**src/hdl/dps_pkg.sv**
```systemverilog
package dps_pkg;

    // Core clock rate and the cycles in one microsecond.
    localparam int CLK_HZ     = 50_000_000;
    localparam int CYC_PER_US = CLK_HZ / 1_000_000;

    // Phase and conversion times in microseconds.
    localparam int T_ZI_US         = 40_000;
    localparam int T_AZ_US         = 25_000;
    localparam int T_INT_US        = 100_000;
    localparam int T_REFERENCE_DISCHARGE_PHASE_US       = 165_000;
    localparam int T_REFERENCE_DISCHARGE_PHASE_SHORT_US = 82_500;
    localparam int T_CAP_LOW_US    = 330_000;
    localparam int T_CAP_MID_US    = 660_000;
    localparam int T_CAP_HIGH_US   = 1_320_000;
    localparam int T_CAP_TOP_US    = 6_600_000;
    localparam int T_DUTY_US       = 660_000;
    localparam int T_FREQ_LOW_US   = 500_000;
    localparam int T_FREQ_US       = 1_050_000;

    // The same times in clock cycles; all fit comfortably in 32 bits.
    localparam int CYC_ZI         = T_ZI_US * CYC_PER_US;
    localparam int CYC_AZ         = T_AZ_US * CYC_PER_US;
    localparam int CYC_INT        = T_INT_US * CYC_PER_US;
    localparam int CYC_REFERENCE_DISCHARGE_PHASE       = T_REFERENCE_DISCHARGE_PHASE_US * CYC_PER_US;
    localparam int CYC_REFERENCE_DISCHARGE_PHASE_SHORT = T_REFERENCE_DISCHARGE_PHASE_SHORT_US * CYC_PER_US;
    localparam int CYC_CAP_LOW    = T_CAP_LOW_US * CYC_PER_US;
    localparam int CYC_CAP_MID    = T_CAP_MID_US * CYC_PER_US;
    localparam int CYC_CAP_HIGH   = T_CAP_HIGH_US * CYC_PER_US;
    localparam int CYC_CAP_TOP    = T_CAP_TOP_US * CYC_PER_US;
    localparam int CYC_DUTY       = T_DUTY_US * CYC_PER_US;
    localparam int CYC_FREQ_LOW   = T_FREQ_LOW_US * CYC_PER_US;
    localparam int CYC_FREQ       = T_FREQ_US * CYC_PER_US;

    // Timer advance per clock: normal, fast settling (x4) and frequency settling (x10).
    localparam logic [3:0] STEP_NORMAL = 4'h1;
    localparam logic [3:0] STEP_VR     = 4'h4;
    localparam logic [3:0] STEP_FREQ   = 4'ha;

    // Range codes that steer prefixes and times.
    localparam logic [2:0] RNG_MV       = 3'h4;
    localparam logic [2:0] RNG_CAP_UF   = 3'h3;
    localparam logic [2:0] RNG_CAP_MF   = 3'h6;
    localparam logic [2:0] RNG_CAP_MID  = 3'h4;
    localparam logic [2:0] RNG_CAP_TOP  = 3'h7;
    localparam logic [2:0] RNG_OHM_MEG  = 3'h4;
    localparam logic [2:0] RNG_OHM_MAX  = 3'h5;
    localparam logic [2:0] RNG_FREQ_LOW = 3'h0;
    localparam logic [2:0] RNG_ADP_MAX  = 3'h3;

    // Reset value of the annunciator register.
    localparam logic [30:0] ANN_RST = 31'h0;

    // Measurement modes as presented on the mode pins.
    typedef enum logic [3:0] {
        MODE_VOLT      = 4'h0,
        MODE_VOLT_2R   = 4'h1,
        MODE_CUR_METER = 4'h2,
        MODE_CUR_CMAN  = 4'h3,
        MODE_CUR_CAUTO = 4'h4,
        MODE_OHM       = 4'h5,
        MODE_CONT      = 4'h6,
        MODE_DIODE     = 4'h7,
        MODE_FREQ      = 4'h8,
        MODE_DUTY      = 4'h9,
        MODE_CAP       = 4'ha,
        MODE_TEMP      = 4'hb,
        MODE_ADP       = 4'hc
    } dps_mode_e;

    // Converter phases; the gate phase serves counting modes.
    typedef enum logic [2:0] {
        PH_CLEAR = 3'h0,
        PH_NULL  = 3'h1,
        PH_INTEG = 3'h2,
        PH_DISCH = 3'h3,
        PH_GATE  = 3'h4
    } dps_phase_e;

endpackage : dps_pkg

```
**src/hdl/dps_sync.sv**
```systemverilog
`timescale 1ns/100ps
// Two-stage synchroniser for a group of pin inputs.
module dps_sync #(
    parameter int W = 1
) (
    input  wire logic         clk,
    input  wire logic         rst,
    input  wire logic [W-1:0] din,
    output logic      [W-1:0] dout
);
    logic [W-1:0] meta_ff; // First stage, read only by the second.

    // Both stages clear on reset so decode logic sees known levels.
    always_ff @(posedge clk) begin
        if (rst) begin
            meta_ff <= '0;
            dout    <= '0;
        end else begin
            meta_ff <= din;
            dout    <= meta_ff;
        end
    end
endmodule : dps_sync

```
**src/hdl/dps_phase_timer.sv**
```systemverilog
`timescale 1ns/100ps
// Phase timer that advances by a variable step each clock.
module dps_phase_timer (
    input  wire logic        clk,
    input  wire logic        rst,
    input  wire logic        restart,
    input  wire logic [3:0]  step,
    input  wire logic [31:0] limit,
    output logic             done
);
    logic [31:0] acc_ff;  // Elapsed weighted cycles in this phase.
    logic [31:0] nxt_acc; // Accumulator after this clock.

    // A larger step shortens the phase without changing its nominal length.
    assign nxt_acc = acc_ff + {28'h0, step};
    assign done    = !restart && (nxt_acc >= limit);

    // Restart and completion both start the next phase from zero.
    always_ff @(posedge clk) begin
        if (rst || restart || done) begin
            acc_ff <= 32'h0;
        end else begin
            acc_ff <= nxt_acc;
        end
    end
endmodule : dps_phase_timer

```
**src/hdl/dps_top.sv**
```systemverilog
`timescale 1ns/100ps
module dps_top #(
    // Every time scales from the clear phase, so one value shortens them all alike.
    parameter int P_ZI         = dps_pkg::CYC_ZI,
    parameter int P_AZ         = int'(64'(P_ZI) * dps_pkg::T_AZ_US / dps_pkg::T_ZI_US),
    parameter int P_INT        = int'(64'(P_ZI) * dps_pkg::T_INT_US / dps_pkg::T_ZI_US),
    parameter int P_REFERENCE_DISCHARGE_PHASE       = int'(64'(P_ZI) * dps_pkg::T_REFERENCE_DISCHARGE_PHASE_US / dps_pkg::T_ZI_US),
    parameter int P_REFERENCE_DISCHARGE_PHASE_SHORT = int'(64'(P_ZI) * dps_pkg::T_REFERENCE_DISCHARGE_PHASE_SHORT_US / dps_pkg::T_ZI_US),
    parameter int P_CAP_LOW    = int'(64'(P_ZI) * dps_pkg::T_CAP_LOW_US / dps_pkg::T_ZI_US),
    parameter int P_CAP_MID    = int'(64'(P_ZI) * dps_pkg::T_CAP_MID_US / dps_pkg::T_ZI_US),
    parameter int P_CAP_HIGH   = int'(64'(P_ZI) * dps_pkg::T_CAP_HIGH_US / dps_pkg::T_ZI_US),
    parameter int P_CAP_TOP    = int'(64'(P_ZI) * dps_pkg::T_CAP_TOP_US / dps_pkg::T_ZI_US),
    parameter int P_DUTY       = int'(64'(P_ZI) * dps_pkg::T_DUTY_US / dps_pkg::T_ZI_US),
    parameter int P_FREQ_LOW   = int'(64'(P_ZI) * dps_pkg::T_FREQ_LOW_US / dps_pkg::T_ZI_US),
    parameter int P_FREQ       = int'(64'(P_ZI) * dps_pkg::T_FREQ_US / dps_pkg::T_ZI_US)
) (
    input  wire logic       CLK,
    input  wire logic       RST,
    input  wire logic [3:0] MODE,
    input  wire logic [2:0] RANGE,
    input  wire logic       AC_SEL,
    input  wire logic       AUTO_RANGE,
    input  wire logic       RANGE_SETTLING,
    input  wire logic       CUR_MICRO,
    input  wire logic       CUR_MILLI,
    input  wire logic       HOLD_EN,
    input  wire logic       OFFSET_SUBTRACT_MODE,
    input  wire logic       MAXMIN_EN,
    input  wire logic       ZERO_EN,
    input  wire logic       TEMP_CELSIUS,
    input  wire logic       AUTO_SHUTOFF_ENABLED,
    input  wire logic       SERIAL_EN,
    output logic            INTEGRATOR_CLEAR_PHASE,
    output logic            OFFSET_NULL_PHASE,
    output logic            INTEGRATE_PHASE,
    output logic            REFERENCE_DISCHARGE_PHASE,
    output logic            MEASURE_GATE,
    output logic            CONV_DONE,
    output logic            FAST_CLOCK,
    output logic            ANN_VOLT,
    output logic            ANN_AMP,
    output logic            ANN_FARAD,
    output logic            ANN_OHM,
    output logic            ANN_CONT,
    output logic            ANN_DIODE,
    output logic            ANN_PCT,
    output logic            ANN_HZ,
    output logic            ANN_DC,
    output logic            ANN_AC,
    output logic            ANN_AUTO,
    output logic            ANN_FIXED_RANGE_MODE,
    output logic            ANN_HOLD,
    output logic            ANN_OFFSET_SUBTRACT,
    output logic            ANN_MAXMIN,
    output logic            ANN_ZERO,
    output logic            ANN_CAP_MILLI_PREFIX,
    output logic            ANN_CAP_MICRO,
    output logic            ANN_NANO,
    output logic            ANN_VA_MILLI_PREFIX,
    output logic            ANN_CUR_MICRO,
    output logic            ANN_MEGA,
    output logic            ANN_KILO,
    output logic            ANN_CELSIUS,
    output logic            ANN_FAHRENHEIT,
    output logic            ANN_AUTO_SHUTOFF,
    output logic            ANN_SERIAL,
    output logic [3:0]      ANN_ADAPTER
);

    // Synchronised copies of all pin inputs.
    logic [18:0] pin_s;
    dps_sync #(.W(19)) u_sync (
        .clk  (CLK),
        .rst  (RST),
        .din  ({MODE, RANGE, AC_SEL, AUTO_RANGE, RANGE_SETTLING, CUR_MICRO, CUR_MILLI,
                HOLD_EN, OFFSET_SUBTRACT_MODE, MAXMIN_EN, ZERO_EN, TEMP_CELSIUS,
                AUTO_SHUTOFF_ENABLED, SERIAL_EN}),
        .dout (pin_s)
    );

    // Unpacked synchronised fields.
    dps_pkg::dps_mode_e mode_s;     // Measurement mode.
    logic [2:0]         range_s;    // Full-scale range code.
    logic               ac_s;       // AC coupling selected.
    logic               auto_s;     // Automatic ranging active.
    logic               settle_s;   // Auto-ranger is changing range.
    logic               umicro_s;   // Current range is in microamperes.
    logic               umilli_s;   // Current range is in milliamperes.
    logic [6:0]         flags_s;    // Push functions and enables.
    assign mode_s   = dps_pkg::dps_mode_e'(pin_s[18:15]);
    assign range_s  = pin_s[14:12];
    assign ac_s     = pin_s[11];
    assign auto_s   = pin_s[10];
    assign settle_s = pin_s[9];
    assign umicro_s = pin_s[8];
    assign umilli_s = pin_s[7];
    assign flags_s  = pin_s[6:0];

    // Mode class decode shared by timing and annunciators.
    logic is_volt;    // Any voltage mode.
    logic is_cur;     // Any current mode.
    logic gate_mode;  // Counting modes use one gate window, not four phases.
    logic reference_discharge_phase_short; // Modes whose discharge phase is halved.
    assign is_volt    = (mode_s == dps_pkg::MODE_VOLT) || (mode_s == dps_pkg::MODE_VOLT_2R);
    assign is_cur     = (mode_s == dps_pkg::MODE_CUR_METER) ||
                        (mode_s == dps_pkg::MODE_CUR_CMAN)  ||
                        (mode_s == dps_pkg::MODE_CUR_CAUTO);
    assign gate_mode  = (mode_s == dps_pkg::MODE_CAP) || (mode_s == dps_pkg::MODE_DUTY) ||
                        (mode_s == dps_pkg::MODE_FREQ);
    assign reference_discharge_phase_short = (mode_s == dps_pkg::MODE_VOLT_2R)   ||
                        (mode_s == dps_pkg::MODE_CUR_METER) ||
                        (mode_s == dps_pkg::MODE_CUR_CAUTO) ||
                        (mode_s == dps_pkg::MODE_CONT)      ||
                        (mode_s == dps_pkg::MODE_DIODE);

    // Phase state and the previous mode and range for change detection.
    dps_pkg::dps_phase_e phase_ff;
    dps_pkg::dps_phase_e nxt_phase;
    logic [6:0]          sel_prev_ff; // Mode and range seen last clock.
    logic                tmr_done;    // Current phase has run its time.
    logic                restart;     // Abandon the conversion and begin again.

    // A new mode or range makes the running conversion meaningless, so it
    // restarts; a phase that does not fit the mode also forces a restart.
    assign restart = (sel_prev_ff != {mode_s, range_s}) ||
                     (gate_mode != (phase_ff == dps_pkg::PH_GATE));

    // Speed-up while the auto-ranger settles; the frequency case takes priority.
    logic fast_vr;
    logic fast_fq;
    logic [3:0] tmr_step;
    assign fast_vr  = auto_s && settle_s && (mode_s == dps_pkg::MODE_OHM ||
                      (is_volt && !ac_s));
    assign fast_fq  = auto_s && settle_s && (mode_s == dps_pkg::MODE_FREQ);
    assign tmr_step = fast_fq ? dps_pkg::STEP_FREQ :
                      fast_vr ? dps_pkg::STEP_VR : dps_pkg::STEP_NORMAL;
    assign FAST_CLOCK = fast_fq || fast_vr;

    // Gate window length for counting modes.
    logic [31:0] cap_limit;
    logic [31:0] gate_limit;
    logic [31:0] reference_discharge_phase_limit;
    logic [31:0] phase_limit;
    assign cap_limit  = (range_s <  dps_pkg::RNG_CAP_MID) ? 32'(P_CAP_LOW)  :
                        (range_s == dps_pkg::RNG_CAP_MID) ? 32'(P_CAP_MID)  :
                        (range_s == dps_pkg::RNG_CAP_TOP) ? 32'(P_CAP_TOP)  :
                                                            32'(P_CAP_HIGH);
    assign gate_limit = (mode_s == dps_pkg::MODE_CAP)  ? cap_limit :
                        (mode_s == dps_pkg::MODE_DUTY) ? 32'(P_DUTY) :
                        (range_s == dps_pkg::RNG_FREQ_LOW) ? 32'(P_FREQ_LOW) :
                                                         32'(P_FREQ);
    assign reference_discharge_phase_limit = reference_discharge_phase_short ? 32'(P_REFERENCE_DISCHARGE_PHASE_SHORT) : 32'(P_REFERENCE_DISCHARGE_PHASE);
    // Length of whichever phase is running now.
    assign phase_limit = (phase_ff == dps_pkg::PH_CLEAR) ? 32'(P_ZI)  :
                         (phase_ff == dps_pkg::PH_NULL)  ? 32'(P_AZ)  :
                         (phase_ff == dps_pkg::PH_INTEG) ? 32'(P_INT) :
                         (phase_ff == dps_pkg::PH_DISCH) ? reference_discharge_phase_limit : gate_limit;

    dps_phase_timer u_tmr (
        .clk     (CLK),
        .rst     (RST),
        .restart (restart),
        .step    (tmr_step),
        .limit   (phase_limit),
        .done    (tmr_done)
    );

    // Phase successor: the four phases rotate; the gate window repeats.
    always_comb begin
        nxt_phase = phase_ff;
        if (restart) begin
            nxt_phase = gate_mode ? dps_pkg::PH_GATE : dps_pkg::PH_CLEAR;
        end else if (tmr_done) begin
            case (phase_ff)
                dps_pkg::PH_CLEAR: nxt_phase = dps_pkg::PH_NULL;
                dps_pkg::PH_NULL:  nxt_phase = dps_pkg::PH_INTEG;
                dps_pkg::PH_INTEG: nxt_phase = dps_pkg::PH_DISCH;
                dps_pkg::PH_DISCH: nxt_phase = dps_pkg::PH_CLEAR;
                dps_pkg::PH_GATE:  nxt_phase = dps_pkg::PH_GATE;
                default:           nxt_phase = dps_pkg::PH_CLEAR;
            endcase
        end
    end

    // Phase register, change detector and end-of-conversion pulse.
    always_ff @(posedge CLK) begin
        if (RST) begin
            phase_ff    <= dps_pkg::PH_CLEAR;
            sel_prev_ff <= 7'h0;
            CONV_DONE   <= 1'b0;
        end else begin
            phase_ff    <= nxt_phase;
            sel_prev_ff <= {mode_s, range_s};
            CONV_DONE   <= tmr_done && (phase_ff == dps_pkg::PH_DISCH ||
                                        phase_ff == dps_pkg::PH_GATE);
        end
    end

    // Phase strobes to the analog switches are decodes of the phase register.
    assign INTEGRATOR_CLEAR_PHASE    = (phase_ff == dps_pkg::PH_CLEAR);
    assign OFFSET_NULL_PHASE         = (phase_ff == dps_pkg::PH_NULL);
    assign INTEGRATE_PHASE           = (phase_ff == dps_pkg::PH_INTEG);
    assign REFERENCE_DISCHARGE_PHASE = (phase_ff == dps_pkg::PH_DISCH);
    assign MEASURE_GATE              = (phase_ff == dps_pkg::PH_GATE);

    // Annunciator decode. The panel driver samples these, so they are
    // registered to keep decode glitches off the glass.
    logic        m_cap;
    logic        m_ohm;
    logic        m_temp;
    logic [3:0]  adp_onehot;
    logic [30:0] nxt_ann;
    logic [30:0] ann_ff;
    assign m_cap  = (mode_s == dps_pkg::MODE_CAP);
    assign m_ohm  = (mode_s == dps_pkg::MODE_OHM);
    assign m_temp = (mode_s == dps_pkg::MODE_TEMP);
    // Range code 0 is the highest-numbered adapter and code 3 the lowest.
    assign adp_onehot = (mode_s == dps_pkg::MODE_ADP && range_s <= dps_pkg::RNG_ADP_MAX) ?
                        (4'h8 >> range_s[1:0]) : 4'h0;
    assign nxt_ann = {
        is_volt || mode_s == dps_pkg::MODE_DIODE,
        is_cur,
        m_cap,
        m_ohm || mode_s == dps_pkg::MODE_CONT,
        mode_s == dps_pkg::MODE_CONT,
        mode_s == dps_pkg::MODE_DIODE,
        mode_s == dps_pkg::MODE_DUTY,
        mode_s == dps_pkg::MODE_FREQ,
        (is_volt || is_cur) && !ac_s,
        (is_volt || is_cur) && ac_s,
        auto_s,
        !auto_s,
        flags_s[6:3],
        m_cap && range_s >= dps_pkg::RNG_CAP_MF,
        m_cap && range_s >= dps_pkg::RNG_CAP_UF && range_s < dps_pkg::RNG_CAP_MF,
        m_cap && range_s < dps_pkg::RNG_CAP_UF,
        (is_volt && range_s == dps_pkg::RNG_MV) || (is_cur && umilli_s && !umicro_s),
        is_cur && umicro_s,
        m_ohm && range_s >= dps_pkg::RNG_OHM_MEG && range_s <= dps_pkg::RNG_OHM_MAX,
        m_ohm && range_s != 3'h0 && range_s < dps_pkg::RNG_OHM_MEG,
        m_temp && flags_s[2],
        m_temp && !flags_s[2],
        flags_s[1:0],
        adp_onehot
    };

    // Annunciator register; all segments dark after reset.
    always_ff @(posedge CLK) begin
        if (RST) begin
            ann_ff <= dps_pkg::ANN_RST;
        end else begin
            ann_ff <= nxt_ann;
        end
    end

    assign {ANN_VOLT, ANN_AMP, ANN_FARAD, ANN_OHM, ANN_CONT, ANN_DIODE, ANN_PCT, ANN_HZ,
            ANN_DC, ANN_AC, ANN_AUTO, ANN_FIXED_RANGE_MODE, ANN_HOLD, ANN_OFFSET_SUBTRACT,
            ANN_MAXMIN, ANN_ZERO, ANN_CAP_MILLI_PREFIX, ANN_CAP_MICRO, ANN_NANO,
            ANN_VA_MILLI_PREFIX, ANN_CUR_MICRO, ANN_MEGA, ANN_KILO, ANN_CELSIUS,
            ANN_FAHRENHEIT, ANN_AUTO_SHUTOFF, ANN_SERIAL, ANN_ADAPTER} = ann_ff;
endmodule : dps_top

```
**config.mk**
```make
export PLATFORM = sky130hd
export DESIGN_NAME = dps_top
export DESIGN_NICKNAME = d
export VERILOG_FILES = /design/src/hdl/dps_pkg.sv /design/src/hdl/dps_sync.sv /design/src/hdl/dps_phase_timer.sv /design/src/hdl/dps_top.sv
export SDC_FILE = /design/constraint.sdc
export NUM_CORES = 1
export LEC_CHECK = 0
export ABC_AREA = 0
export BUFFER_PORTS_ARGS = -buffer_cell sky130_fd_sc_hd__clkbuf_2
export CAP_MARGIN = 20
export CORE_MARGIN = 8
export CORE_UTILIZATION = 52
export DETAILED_ROUTE_END_ITERATION = 10
export PLACE_DENSITY = 0.84
export SETUP_SLACK_MARGIN = 0.1
export SYNTH_ARGS = -nofsm -noshare
export SYNTH_HDL_FRONTEND = slang
export SYNTH_SLANG_ARGS = --single-unit
export TNS_END_PERCENT = 100
```
**constraint.sdc**
```tcl
create_clock -name CLK -period 4.6 [get_ports CLK]
set_input_delay 0.46 -clock CLK [delete_from_list [all_inputs] [get_ports CLK]]
set_output_delay 0.46 -clock CLK [all_outputs]
set_load 0.05 [all_outputs]
```
==> summary.md <==
| Metric | Value |
|---|---|
| Post-synthesis sequential area ratio | 45.18% |
| Unrepaired setup endpoints after global routing | yes |
| Number of global-route vias before repair | 3934 |
| WL final | 12170 µm |
| # port buffers | 58 |
| Critical-path cell list | or2_4 > nor3_4 > nor2_4 > ha_4 > inv_2 > fa_2 > nor2b_2 > buf_4 > o31ai_4 > buf_6 > nor2_1 > xor2_1 > ha_1 > nand4_1 > nor2_1 > a211o_1 > o211ai_1 > o211ai_1 > a221o_2 > buf_6 > mux2i_1 > nor2_1 |
| Clock Skew | 0.01226 ns |
| Antenna diodes | 0 |
| Synth cell types | 51 |
| Clk pin slew, worst setup/hold paths | 0.11 ns |
| VDD IR max | 0.2742 mV |
| CP Class | reg -> reg |
| Slew margin rel. | 56.68% |
| Initial DRC count | 342 |
| GP Congestion | 0.8847 |
| Final Slew Violations | 0 |
| Post-synth EDFFs | 0 |
| Max Clk Rate | 0.2237 GHz |
| Gr usage total | 18.15% |
| Post-DP HPWL | 8746 µm |
| Startpoint types | register |
| FP Rows | 35 |
| Routed via count | 4143 |
| Synthesized cell area | 4962 µm² |
| Crit-path max FO | 5 |
| Cell Pwr Density | 300.1 nW/µm² |
| Data required time of the worst path | 4.89 ns |
| Area grow syn2layout | 21.66% |
| Fin util | 65.34% |
| Crit-path slowest cell | a221o_2 |
| Lkg Pwr | 0.002605 µW |
| Final total negative setup slack | 0 ns |
| Average wire per standard cell | 15.90 µm |
| TritonCTS clock tree | yes |
| Hold WC Path Type | in -> reg |
| Final period util | 97.18% |
| Worst-Margin Slew | 0.6489 ns |
| Maximum root-to-sink buffer count | 2 |
| Cells after Synth | 551 |
| Outcome | complete, no violations |
| H-tree Lvls | 3 |
| Fraction of registers with async set or reset after synthesis | 0% |
| Initial antenna violation count | 0 |
| Worst-Skew Late Latency | 0.39 ns |
| Critical Path Max Stage Delay | 0.43 ns |
| Initial Util | 53.70% |
| Die Wd | 113.7 µm |
| First-pass GRT wire length | 18770 µm |
| I/O pins | 59 |
| Die footprint | 12920 µm² |
| Setup ws final | 0.1299 ns |
| Cell mode on critical path | nor2_1 |
| Crit end category | register |
| Fin crit period | 4.470 ns |
| Antenna viol nets, final | 0 |
| TritonCTS Sinks | 112 |
| Drt pass-1 iters | 7 |
| Drt drc | 0 |
| Fin nets | 681 |
| Pre-CTS WS | -0.1060 ns |
| Total gr overflow | 0 |
| Fin. Hold Viols | 0 |
| Layout cells sized above 1 | 25.00% |
| Clock buffer count from CTS | 9 |
| Seq cells post-synth | 112 |
| Vias/cell | 5.416 |
| Die H | 113.7 µm |
| Largest net degree at the start of global routing | 67 |
| # setup viols final | 0 |
| Ys flop type | dfxtp_1 |
| Core box area | 9240 µm² |
| Max-capacitance violation count | 0 |
| Arrival time of the worst setup path | 4.76 ns |
| Clock root cell | clkbuf_8 |
| Syn_area_per_cell | 9.006 µm² |
| Ys Warns | 0 |
-- through the flow --
step	hold WS [ns]	std cells	power, µW	instance area, µm²
global route	0.2667	765	1879	6037
CTS	0.2624	751	1812	5746
global placement	0.4111	735	1170	5489
floorplan	0.3921	553	1133	4975
detailed placement	0.4204	735	1176	5489
finish	0.2719	765	1812	6037
-- power breakdown --
part           switching (µW)  internal [µW]  leakage, µW
logic                    97.1           59.9      0.00157
registers                17.1            994     0.000916
clock network             369            274     0.000115
-- path summary, 6_finish.rpt --
| path | start | end | slack (ns) | depth (start not counted) |
|---|---|---|---|---|
| setup / recovery | u_sync.dout[15] | phase_ff[0] | 0.13 | 22 |
| hold / removal | MAXMIN_EN | u_sync.meta_ff[4] | 0.27 | 2 |
| setup reg to reg | u_sync.dout[15] | phase_ff[0] | 0.13 | 22 |
| hold reg to reg | u_sync.dout[2] | ann_ff[6] | 0.44 | 1 |
-- critical path, delay by kind of cell, from the launching register on --
family | cells | cell delay (ns)
muxes | 1 | 0.20
AOI/OAI and AO/OA | 5 | 1.37
xor gates and xnor gates | 1 | 0.26
adders and majority gates | 3 | 0.67
DFF | 1 | 0.38
and+or+nand+nor | 8 | 0.97
buffers and inverters | 4 | 0.51
-- cell type report --
| type | instances | area, µm² |
|---|---|---|
| clock buffers | 9 | 123.9 |
| flip-flops and latches | 112 | 2250 |
| clock inverters | 7 | 105.1 |
| fillers | 698 | 3203 |
| inverters | 13 | 48.80 |
| well taps | 129 | 161.4 |
| multi-input cells | 402 | 2771 |
| repair buffers | 93 | 576.8 |
-- placed cells by master, fill, tap and decap left out, types with 9 or more instances in the layout --
| cell | count |
|---|---|
| inv_1 | 9 |
| and2_1 | 26 |
| nor3_1 | 11 |
| o21ai_0 | 15 |
| nand4_1 | 14 |
| ha_1 | 24 |
| dfxtp_1 | 108 |
| a21oi_1 | 25 |
| nand2_1 | 40 |
| xor2_1 | 21 |
| clkbuf_8 | 9 |
| clkbuf_2 | 58 |
| nand3_1 | 16 |
| buf_4 | 31 |
| xnor2_1 | 14 |
| nor2b_1 | 54 |
| nor2_1 | 42 |
-- flip-flops by register name, summed over array words and instances (netlist names) --
| signal | flops |
|---|---|
| u_sync.dout | 19 |
| sel_prev_ff | 7 |
| ann_ff | 31 |
| phase_ff | 3 |
| u_sync.meta_ff | 19 |
| CONV_DONE | 1 |
| u_tmr.acc_ff | 32 |
-- synthesized netlist by cell type (all sizes together) (2+ instances only) --
master / number / share of area [%]
clkbuf: 24 / 1.9
nor2: 51 / 4.3
nor4: 5 / 0.76
nand4: 14 / 1.8
inv: 12 / 0.91
a211oi: 3 / 0.45
nor3: 14 / 1.4
nor2b: 55 / 6.9
a211o: 3 / 0.53
nand3: 19 / 1.9
and4: 3 / 0.58
o22ai: 3 / 0.38
o31a: 2 / 0.35
xnor2: 15 / 2.6
ha: 28 / 7.1
o211ai: 4 / 0.61
o31ai: 3 / 0.45
or4: 2 / 0.30
nand2b: 5 / 0.63
and2: 28 / 3.5
and3: 7 / 0.88
or2: 7 / 0.88
buf: 2 / 0.30
or3: 3 / 0.38
dfxtp: 112 / 45
xor2: 22 / 3.9
a21oi: 28 / 2.8
o21a: 3 / 0.45
o21ai: 15 / 1.5
nor3b: 4 / 0.61
a31oi: 2 / 0.25
nand2: 41 / 3.1
mux2i: 2 / 0.40
-- cell families (layout without fill, tap and decap cells) --
kind of cell | after synthesis | in the layout | share of synthesized area (%)
buffers and inverters | 39 | 122 | 3.152
adder cells (fa/ha/maj) | 29 | 29 | 7.464
AND/OR/NAND/NOR | 259 | 259 | 28.16
flip-flops | 112 | 112 | 45.18
AO/OA/AOI/OAI | 71 | 71 | 8.800
multiplexers | 3 | 3 | 0.6304
other | 1 | 3 | 0.07557
XOR/XNOR | 37 | 37 | 6.530
-- repair_timing --
action | CTS | global route
gates resized for setup | 6 | 40
endpoints found under the setup margin | 33 | 33
hold buffers | 0 | 0
buffers inserted | 0 | 15
pin swaps | 1 | 22
hold endpoints to repair | 0 | 0
-- per-layer routing --
metal | track usage, % | vias to the layer above | part of all wire [%]
li1 | - | 2019 | -
met1 | 20.68 | 1944 | 41
met2 | 31.48 | 149 | 50
met3 | 5.177 | 31 | 6.7
met4 | 6.838 | 0 | 2.6
met5 | 0 | - | 0
(Power assumes the default switching activity.)
